## config.mk

```make
export PLATFORM = sky130hd
export DESIGN_NAME = ebws_top
export DESIGN_NICKNAME = d
export VERILOG_FILES = /design/src/common/ebws_pkg.sv /design/src/verilog/ebws_top.sv /design/src/verilog/ebws_lane.sv
export SDC_FILE = /design/constraint.sdc
export NUM_CORES = 1
export LEC_CHECK = 0
export BUFFER_PORTS_ARGS = -buffer_cell sky130_fd_sc_hd__buf_4
export CORE_AREA = 2 2 133 135
export DETAILED_ROUTE_END_ITERATION = 7
export DIE_AREA = 0 0 135 137
export PLACE_DENSITY = 0.83
export SKIP_CTS_REPAIR_TIMING = 1
export SLEW_MARGIN = 25
export SYNTH_ARGS = -nofsm -noshare
export SYNTH_HDL_FRONTEND = slang
export SYNTH_HIERARCHICAL = 1
export SYNTH_SLANG_ARGS = --single-unit
```

## constraint.sdc

```tcl
create_clock -name core_clk_in -period 15.7 [get_ports core_clk_in]
set_input_delay 1.57 -clock core_clk_in [delete_from_list [all_inputs] [get_ports core_clk_in]]
set_output_delay 1.57 -clock core_clk_in [all_outputs]
set_load 0.01 [all_outputs]
```

## src/common/ebws_pkg.sv

```systemverilog
package ebws_pkg;
  // register offsets (byte addresses)
  localparam logic [11:0] EBWS_OFS_CPU_SETUP = 12'h000;
  localparam logic [11:0] EBWS_OFS_PCI_SWAP = 12'hC00;
  localparam logic [11:0] EBWS_OFS_CFG_DATA = 12'hCFC;
  // field positions
  localparam int EBWS_CPU_BSWAP_BIT = 12;
  localparam int EBWS_PCI_MBSWAP_BIT = 0;
  localparam int EBWS_PCI_MWSWAP_BIT = 10;
  localparam int EBWS_PCI_TWSWAP_NS_BIT = 11;
  localparam int EBWS_PCI_TWSWAP_S_BIT = 12;
  localparam int EBWS_PCI_TBSWAP_BIT = 16;
  // reset values of the non-strap bits
  localparam logic [31:0] EBWS_CPU_SETUP_RST = 32'h0000_0000;
  localparam logic [31:0] EBWS_PCI_SWAP_RST = 32'h0000_0000;
  localparam logic [31:0] EBWS_CFG_DATA_RST = 32'h0000_0000;
  // strap sampling window after reset release, in core clocks
  localparam logic [1:0] EBWS_STRAP_HOLD_CYC = 2'h3;

  typedef struct packed {
    logic [63:0] data;
    logic addr2;
    logic internal;
  } ebws_beat_s;

  typedef enum logic [2:0] {
    EBWS_PATH_CPU = 3'h1,
    EBWS_PATH_PCI_MST = 3'h2,
    EBWS_PATH_PCI_TGT = 3'h4
  } ebws_path_e;
endpackage

```

## src/verilog/ebws_top.sv

```systemverilog
`timescale 1ns/1ps
`default_nettype none
module ebws_top
  import ebws_pkg::*;
(
  input wire logic core_clk_in, // core clock, 100 MHz
  input wire logic rst_in, // async reset, active high
  input wire logic ce_in, // clock enable, freezes all state when low
  input wire logic endian_strap_in, // strap: 0 big, 1 little endian
  input wire logic reg_wr_in, // register write strobe
  input wire logic reg_rd_in, // register read strobe
  input wire logic [11:0] reg_addr_in, // register byte offset
  input wire logic [31:0] reg_wdata_in, // register write data
  input wire logic [2:0] path_in, // ebws_path_e one-hot beat source
  input wire logic tgt_swap_bar_in, // target hit is a swap bar
  input wire logic beat_valid_in, // beat qualifier
  input wire ebws_beat_s beat_in, // incoming beat
  output ebws_beat_s beat_out, // swapped beat, registered
  output logic beat_valid_out, // registered beat qualifier
  output logic [31:0] reg_rdata_out, // register read data
  output logic reg_rvalid_out, // read data valid pulse
  output logic [2:0] swap_state_out, // {pci tgt, pci mst, cpu} byte bits
  output logic little_endian_out // all byte bits high
);
  logic [31:0] cpu_setup_ff;
  logic [31:0] pci_swap_ff;
  logic [31:0] cfg_data_ff;
  logic [1:0] strap_cnt_ff;
  logic strap_win_ff;
  logic strap_ff;
  logic [31:0] nxt_cpu_setup;
  logic [31:0] nxt_pci_swap;

  // the strap window keeps the sampled level following the pin
  // so a slow board pull still settles before software takes over
  always_ff @(posedge core_clk_in or posedge rst_in) begin
    if (rst_in) begin
      strap_cnt_ff <= 2'h0;
      strap_win_ff <= 1'b1;
    end else if (ce_in && strap_win_ff) begin
      strap_cnt_ff <= strap_cnt_ff + 2'h1;
      if (strap_cnt_ff == EBWS_STRAP_HOLD_CYC - 2'h1) begin
        strap_win_ff <= 1'b0;
      end
    end
  end

  always_ff @(posedge core_clk_in or posedge rst_in) begin
    if (rst_in) begin
      strap_ff <= 1'b0;
    end else if (ce_in && strap_win_ff) begin
      strap_ff <= endian_strap_in;
    end
  end

  wire logic hit_cpu;
  wire logic hit_pci;
  wire logic hit_cfg;
  assign hit_cpu = reg_addr_in == EBWS_OFS_CPU_SETUP;
  assign hit_pci = reg_addr_in == EBWS_OFS_PCI_SWAP;
  assign hit_cfg = reg_addr_in == EBWS_OFS_CFG_DATA;

  // while the window is open the byte bits follow the strap
  always_comb begin
    nxt_cpu_setup = cpu_setup_ff;
    nxt_pci_swap = pci_swap_ff;
    if (strap_win_ff) begin
      nxt_cpu_setup[EBWS_CPU_BSWAP_BIT] = endian_strap_in;
      nxt_pci_swap[EBWS_PCI_MBSWAP_BIT] = endian_strap_in;
      nxt_pci_swap[EBWS_PCI_TBSWAP_BIT] = endian_strap_in;
    end else if (reg_wr_in && hit_cpu) begin
      nxt_cpu_setup = reg_wdata_in;
    end else if (reg_wr_in && hit_pci) begin
      nxt_pci_swap = reg_wdata_in;
    end
  end

  always_ff @(posedge core_clk_in or posedge rst_in) begin
    if (rst_in) begin
      cpu_setup_ff <= EBWS_CPU_SETUP_RST;
      pci_swap_ff <= EBWS_PCI_SWAP_RST;
      cfg_data_ff <= EBWS_CFG_DATA_RST;
    end else if (ce_in) begin
      cpu_setup_ff <= nxt_cpu_setup;
      pci_swap_ff <= nxt_pci_swap;
      if (reg_wr_in && hit_cfg && !strap_win_ff) begin
        cfg_data_ff <= reg_wdata_in;
      end
    end
  end

  wire logic cpu_bit;
  wire logic mst_bit;
  wire logic tgt_bit;
  assign cpu_bit = cpu_setup_ff[EBWS_CPU_BSWAP_BIT];
  assign mst_bit = pci_swap_ff[EBWS_PCI_MBSWAP_BIT];
  assign tgt_bit = pci_swap_ff[EBWS_PCI_TBSWAP_BIT];

  wire logic [31:0] reg_mux;
  assign reg_mux = hit_cpu ? cpu_setup_ff :
                   hit_pci ? pci_swap_ff :
                   hit_cfg ? cfg_data_ff : 32'h0000_0000;

  always_ff @(posedge core_clk_in or posedge rst_in) begin
    if (rst_in) begin
      reg_rdata_out <= 32'h0000_0000;
      reg_rvalid_out <= 1'b0;
    end else if (ce_in) begin
      reg_rvalid_out <= reg_rd_in;
      reg_rdata_out <= reg_rd_in ? reg_mux : 32'h0000_0000;
    end
  end

  // swap decision per source; internal pci registers are never swapped
  // by the pci unit, cpu internal accesses are swapped only by cpu bit
  wire logic is_cpu;
  wire logic is_mst;
  wire logic is_tgt;
  assign is_cpu = path_in == EBWS_PATH_CPU;
  assign is_mst = path_in == EBWS_PATH_PCI_MST;
  assign is_tgt = path_in == EBWS_PATH_PCI_TGT;

  wire logic tgt_wbit;
  assign tgt_wbit = tgt_swap_bar_in ?
    pci_swap_ff[EBWS_PCI_TWSWAP_S_BIT] :
    pci_swap_ff[EBWS_PCI_TWSWAP_NS_BIT];

  wire logic do_bswap;
  wire logic do_wswap;
  assign do_bswap =
    (is_cpu && beat_in.internal && !cpu_bit) ||
    (is_mst && !beat_in.internal && !mst_bit) ||
    (is_tgt && !beat_in.internal && !tgt_bit);
  assign do_wswap =
    (is_mst && !beat_in.internal && pci_swap_ff[EBWS_PCI_MWSWAP_BIT]) ||
    (is_tgt && !beat_in.internal && tgt_wbit);

  wire logic [63:0] swapped;
  ebws_lane u_lane (
    .data_in(beat_in.data),
    .bswap_in(do_bswap),
    .wswap_in(do_wswap),
    .data_out(swapped)
  );

  // even address word: low word in little endian, high word in big
  wire logic big_mode;
  assign big_mode = !cpu_bit;

  always_ff @(posedge core_clk_in or posedge rst_in) begin
    if (rst_in) begin
      beat_out <= '0;
      beat_valid_out <= 1'b0;
      swap_state_out <= 3'h0;
      little_endian_out <= 1'b0;
    end else if (ce_in) begin
      beat_out.data <= swapped;
      beat_out.addr2 <= beat_in.addr2 ^ big_mode;
      beat_out.internal <= beat_in.internal;
      beat_valid_out <= beat_valid_in;
      swap_state_out <= {tgt_bit, mst_bit, cpu_bit};
      little_endian_out <= cpu_bit && mst_bit && tgt_bit;
    end
  end

  // reference reversals for the checks below, written apart from the lane
  function automatic logic [63:0] bytes_rev(input logic [63:0] d);
    bytes_rev = {d[39:32], d[47:40], d[55:48], d[63:56],
                 d[7:0], d[15:8], d[23:16], d[31:24]};
  endfunction
  function automatic logic [63:0] halves_swap(input logic [63:0] d);
    halves_swap = {d[31:0], d[63:32]};
  endfunction
endmodule // ebws_top
`default_nettype wire

```

## src/verilog/ebws_lane.sv

```systemverilog
`timescale 1ns/1ps
`default_nettype none
module ebws_lane
  import ebws_pkg::*;
(
  input wire logic [63:0] data_in, // beat before swapping
  input wire logic bswap_in, // reverse bytes in each word
  input wire logic wswap_in, // exchange 32-bit halves
  output logic [63:0] data_out // beat after swapping
);
  function automatic logic [31:0] ebws_rev4(input logic [31:0] w);
    ebws_rev4 = {w[7:0], w[15:8], w[23:16], w[31:24]};
  endfunction
  wire logic [63:0] byte_stage;
  assign byte_stage = bswap_in ?
    {ebws_rev4(data_in[63:32]), ebws_rev4(data_in[31:0])} : data_in;
  assign data_out = wswap_in ?
    {byte_stage[31:0], byte_stage[63:32]} : byte_stage;
endmodule // ebws_lane
`default_nettype wire

```

## Word-level counts from Yosys, hierarchy flattened

Index checks and enable logic that the tools add are counted.

- Register bits after elaboration: 203
- Latch bits: 0
- Memory bits (writable): 0
- Bits in read-only memories: 0
- Bits of input ports: 121
- Memories kept: 0

- Add/subtract/negate cells: 1
- Multiply operators: 0
- Div/mod/pow operators: 0
- Order comparisons: 0
- Eq/ne operators: 7
- Shifts and indexed selects: 0
- Muxes and demuxes: 13
- Bitwise gates (word level): 3
- Reductions and logical operators: 32

Operator list:

| operator | number |
|---|---|
| $mux 32 | 4 |
| $mux 64 | 2 |
| $mux 17 | 2 |
| $eq 12x12->1 const B | 2 |
| $logic_and 1x1->1 | 15 |
| $mux 13 | 1 |
| $logic_not 12->1 | 1 |
| $reduce_and 2->1 | 3 |
| $reduce_and 3->1 | 2 |
| $logic_not 1->1 | 5 |
| $mux 1 | 4 |
| $reduce_and 4->1 | 1 |
| $reduce_bool 2->1 | 2 |
| $eq 3x1->1 const B | 1 |
| $eq 3x2->1 const B | 1 |
| $eq 3x3->1 const B | 1 |
| $logic_or 1x1->1 | 3 |
| $add 2x1->2 const B | 1 |
| $eq 2x2->1 const B | 1 |
| $ne 2x2->1 const B | 1 |
| $not 1->1 | 2 |
| $xor 1x1->1 | 1 |

## Depth between registers and ports, before layout

- Word-level depth: 7
- Gate-level depth with buffers: 9
- Gate-level depth less buffers: 6

## By module

Netlist, hierarchy kept.

By module, submodules not included:

| module | times used | cells an instance | area each (um2) |
|---|---|---|---|
| ebws_top | 1 | 592 | 8281.7 |
| ebws_lane | 1 | 78 | 1645.3 |

## Worst setup path before layout

OpenSTA, ideal clock, no wires.

- Path type: input -> register
- Start: in reg_addr_in[1]
- End: reg cpu_setup_ff[1]
- Library setup time: 0.125 ns
- Arrival: 3.162 ns
- Required time: 15.575 ns
- Slack: 12.413 ns
- Cell stages on the path: 5
- Cell sequence: or4_1 buf_2 nor4_4 buf_6 mux2_2

- Cells in the longest elaborated chain, start to end: 3

RTL lines:

| element | line | RTL |
|---|---|---|
| start: declaration | ebws_top.sv:12 | `input wire logic [11:0] reg_addr_in,` |
| $logic_not 12->1 | ebws_top.sv:59 | `assign hit_cpu = reg_addr_in == EBWS_OFS_CPU_SETUP;` |
| $logic_and 1x1->1 | ebws_top.sv:71 | `end else if (reg_wr_in && hit_cpu) begin` |
| $reduce_and 3->1 (no line) | - |  |
| end signal: assignment | ebws_top.sv:84 | `cpu_setup_ff <= nxt_cpu_setup;` |
| end: declaration | ebws_top.sv:25 | `logic [31:0] cpu_setup_ff;` |

No other way between the ends.
A chain may end at the register's enable or synchronous reset.

## Worst setup path after layout

- Start: in ce_in
- End: reg cfg_data_ff[18]

- Cells in the longest elaborated chain, start to end: 1

RTL lines:

| element | line | RTL |
|---|---|---|
| start: declaration | ebws_top.sv:8 | `input wire logic ce_in,` |
| $reduce_and 2->1 (no line) | - |  |
| end signal: assignment | ebws_top.sv:87 | `cfg_data_ff <= reg_wdata_in;` |
| end: declaration | ebws_top.sv:27 | `logic [31:0] cfg_data_ff;` |

No other way between the ends.

==> metrics.md <==
| Metric | Value |
|---|---|
| Critical Path Fanout Max | 55 |
| Dpl ws | 11390 ps |
| # port buffers | 224 |
| Cell Chain, Critical Path | buf_4 -> nand2_1 -> or2_2 -> nor4_4 -> buf_4 -> mux2_2 |
| DRT iter0 DRCs | 490 |
| Drt first pass iters | 5 |
| Final Setup Violations | 0 |
| Die height | 137 um |
| Yosys top cell by area | dfrtp_1 |
| Ports | 225 |
| Setup TNS Final | 0 ps |
| Fin crit share | 0.2403 |
| Switching share of power | 0.2273 |
| Cell Int Power | 1.012 mW |
| Vias | 6837 |
| FF+latch count, synth | 203 |
| Status | completed |
| Fillers | 1137 |
| Slowest cell delay on critical path | 610 ps |
| Post-route insts no fill | 1124 |
| H-tree depth | 1 |
| Routability cong. | 0.8677 |
| Slew Limit Fails | 0 |
| Pwr dens | 104.8 mW/mm^2 |
| CTS tree | yes |
| Worst-path clk slew | 60 ps |
| Delay-heaviest family, CP | simple AND/OR/NAND/NOR gates |
| Clk_skew | 17.20 ps |
| Net Switching | 297.6 uW |
| Initial Util | 0.5820 |
| ANT cells | 0 |
| Final worst slack | 11930 ps |
| Most frequent cells after synthesis | dfrtp_1, mux2_2, mux4_2, nand2_1, nor2b_1 |
| CTS sink cnt | 203 |
| Largest net degree at the start of global routing | 134 |
| Clk pwr share | 0.448 |
| Synthesis-to-layout area growth | 25.83% |
| Final-stage net count | 1005 |
| Total power | 1.309 mW |
| Share of cells above drive strength 1 | 0.5428 |
| Critical path arrival | 4140 ps |
| First-pass GRT wire length | 38.31 mm |
| Seq pwr share | 0.429 |
| YS warnings | 6 |
| Post-synth top area share | 0.5092 |
| Cells after DPL | 1084 |
| Met2 GRT Util | 0.4490 |
| Met3 usage | 0.08111 |
| Maximum vdd ir drop | 98.56 uV |
| WP data required | 16070 ps |
| CTS buffer count | 22 |
| Syn_area_per_cell | 14.82 sq um |
| Fin crit period | 3773 ps |
| Fin util | 0.7323 |
| Area contributors post-synth | dfrtp_1, mux2_2, mux4_2, mux2_1, nor2b_1 |
| Syn nets | 792 |
| Count leader, synth | dfrtp_1 |
| Routed wire length | 24.18 mm |
| Hold Fails Final Rpt | 0 |
| Netlist cell types | 44 |
| Maximum clock path buffer count | 3 |
| Worst Setup End Kind | flip-flop |
| Leak Pwr | 5.792 nW |
| Width of the die | 135 um |
| Syn Inst Count | 670 |
| Vias in the first global route | 7316 |
| Number of synthesized flops with an enable pin | 0 |
| DRC violations left | 0 |
| Initial antenna violation count | 0 |
| Min Hold Slack | 474.6 ps |
| Worst path slowest cell | nor4_4 |
| Core ar. | 0.01706 sq mm |
| Register area | 0.005081 sq mm |
| Post-DR wirelength/cell | 21.51 um |
| Post-DP Area | 0.01166 sq mm |
| Setup CP Type | in -> reg |
| Vias/cell | 6.083 |
| Mapped Area | 0.009927 sq mm |
| Max-cap viol count | 0 |
| Slew Limit Headroom | 0.3101 |
| Cell mode on critical path | buf_4 |
| Met1 Use GR | 0.3272 |
| F_max | 265.1 MHz |
| Register area share after synthesis | 0.5118 |
| Die area | 0.01850 sq mm |
| CP Launch Type | primary input |
| Multi-input gate area | 0.004501 sq mm |
| Worst min path class | reg -> reg |
| Worst Path Buf+Inv | 2 |
| Logic pwr share | 0.124 |
| Final HPWL DP | 16.55 mm |
| Fraction of registers with async set or reset after synthesis | 1.000 |
| Final Instance Area | 0.01249 sq mm |
| Core Rows | 48 |
| Clk Latency, worst-skew pair | 500 ps |
| Predominant post-synthesis flop cell | dfrtp_1 |
| Final ANT Viol Nets | 0 |
| RSZ-0062 raised after global routing | no |
| GRT Total Usage | 0.2644 |
| Gr ovfl total | 0 |
| Worst-Margin Slew | 1027 ps |
| Clock Tree Root | clkbuf_16 |
| Most used routing layer | met2 |
-- sequential cells by signal, summed over array words and instances (netlist names), 2 cells and up --
register / count
cpu_setup_ff: 32
strap_cnt_ff: 2
reg_rdata_out: 32
swap_state_out: 3
cfg_data_ff: 32
beat_out: 66
pci_swap_ff: 32
-- cell usage in the layout (no fill, tap or decap), types with 4 or more instances in the layout --
master,instances
a22oi_1,17
o21ai_0,19
mux2_1,20
a21oi_1,20
nand3_1,4
dfrtp_1,202
mux4_1,4
bufinv_16,6
mux4_2,60
clkinv_2,6
clkbuf_16,23
buf_4,234
nand2_1,35
nor4_1,4
nor3_1,7
mux2_2,143
nor2b_1,31
a221oi_1,14
inv_1,5
nor4_4,4
-- routing by layer --
metal	wire length, um	share of wire	vias up
met2	12050	0.50	283
met4	556	0.023	0
met3	2326	0.096	42
li1	-	-	2985
met1	9246	0.38	3527
met5	0	0	-
-- tightest hold or removal path: cells and delay by family (launching register included) --
| family | cells | cell delay, ps |
|---|---|---|
| flops | 1 | 340 |
| simple gates | 2 | 100 |
-- logic make-up after synthesis --
family	synth area share
compound gates	0.05206
xor+xnor	0.001765
fa+ha+maj	0.001260
buf+inv	0.03794
flops	0.5118
mux	0.3326
simple gates	0.06252
-- power groups by stage --
stage	Combinational, mW	Sequential [mW]	Clock [mW]
2_1_floorplan	0.0702	0.578	0
3_3_place_gp	0.157	0.568	0
3_5_place_dp	0.163	0.569	0
4_1_cts	0.164	0.561	0.595
5_1_grt	0.174	0.564	0.617
6_report	0.162	0.561	0.586
-- worst paths after layout --
kind / from / to / slack [ps] / cells after the start
worst min-delay path: cfg_data_ff[13]$_DFFE_PP0P_ / reg_rdata_out[13]$_DFFE_PP0P_ / 470 / 2
max in group asynchronous: rst_in / cfg_data_ff[25]$_DFFE_PP0P_ / 12970 / 3
worst max register to register: cpu_setup_ff[12]$_DFFE_PP0P_ / beat_out[50]$_DFFE_PP0P_ / 12990 / 6
min in group asynchronous: rst_in / beat_out[0]$_DFFE_PP0P_ / 1280 / 2
worst min register to register: cfg_data_ff[13]$_DFFE_PP0P_ / reg_rdata_out[13]$_DFFE_PP0P_ / 470 / 2
worst max-delay path: ce_in / cfg_data_ff[18]$_DFFE_PP0P_ / 11930 / 6
-- cell type report --
cell class / instances / share of cell area
well taps: 225 / 0.02254
repair buffers: 235 / 0.1415
inverters: 6 / 0.002404
multi-input cells: 415 / 0.3603
flip-flops and latches: 203 / 0.4068
clock buffers: 27 / 0.04888
clock inverters: 13 / 0.01753
(Power assumes the default switching activity.)
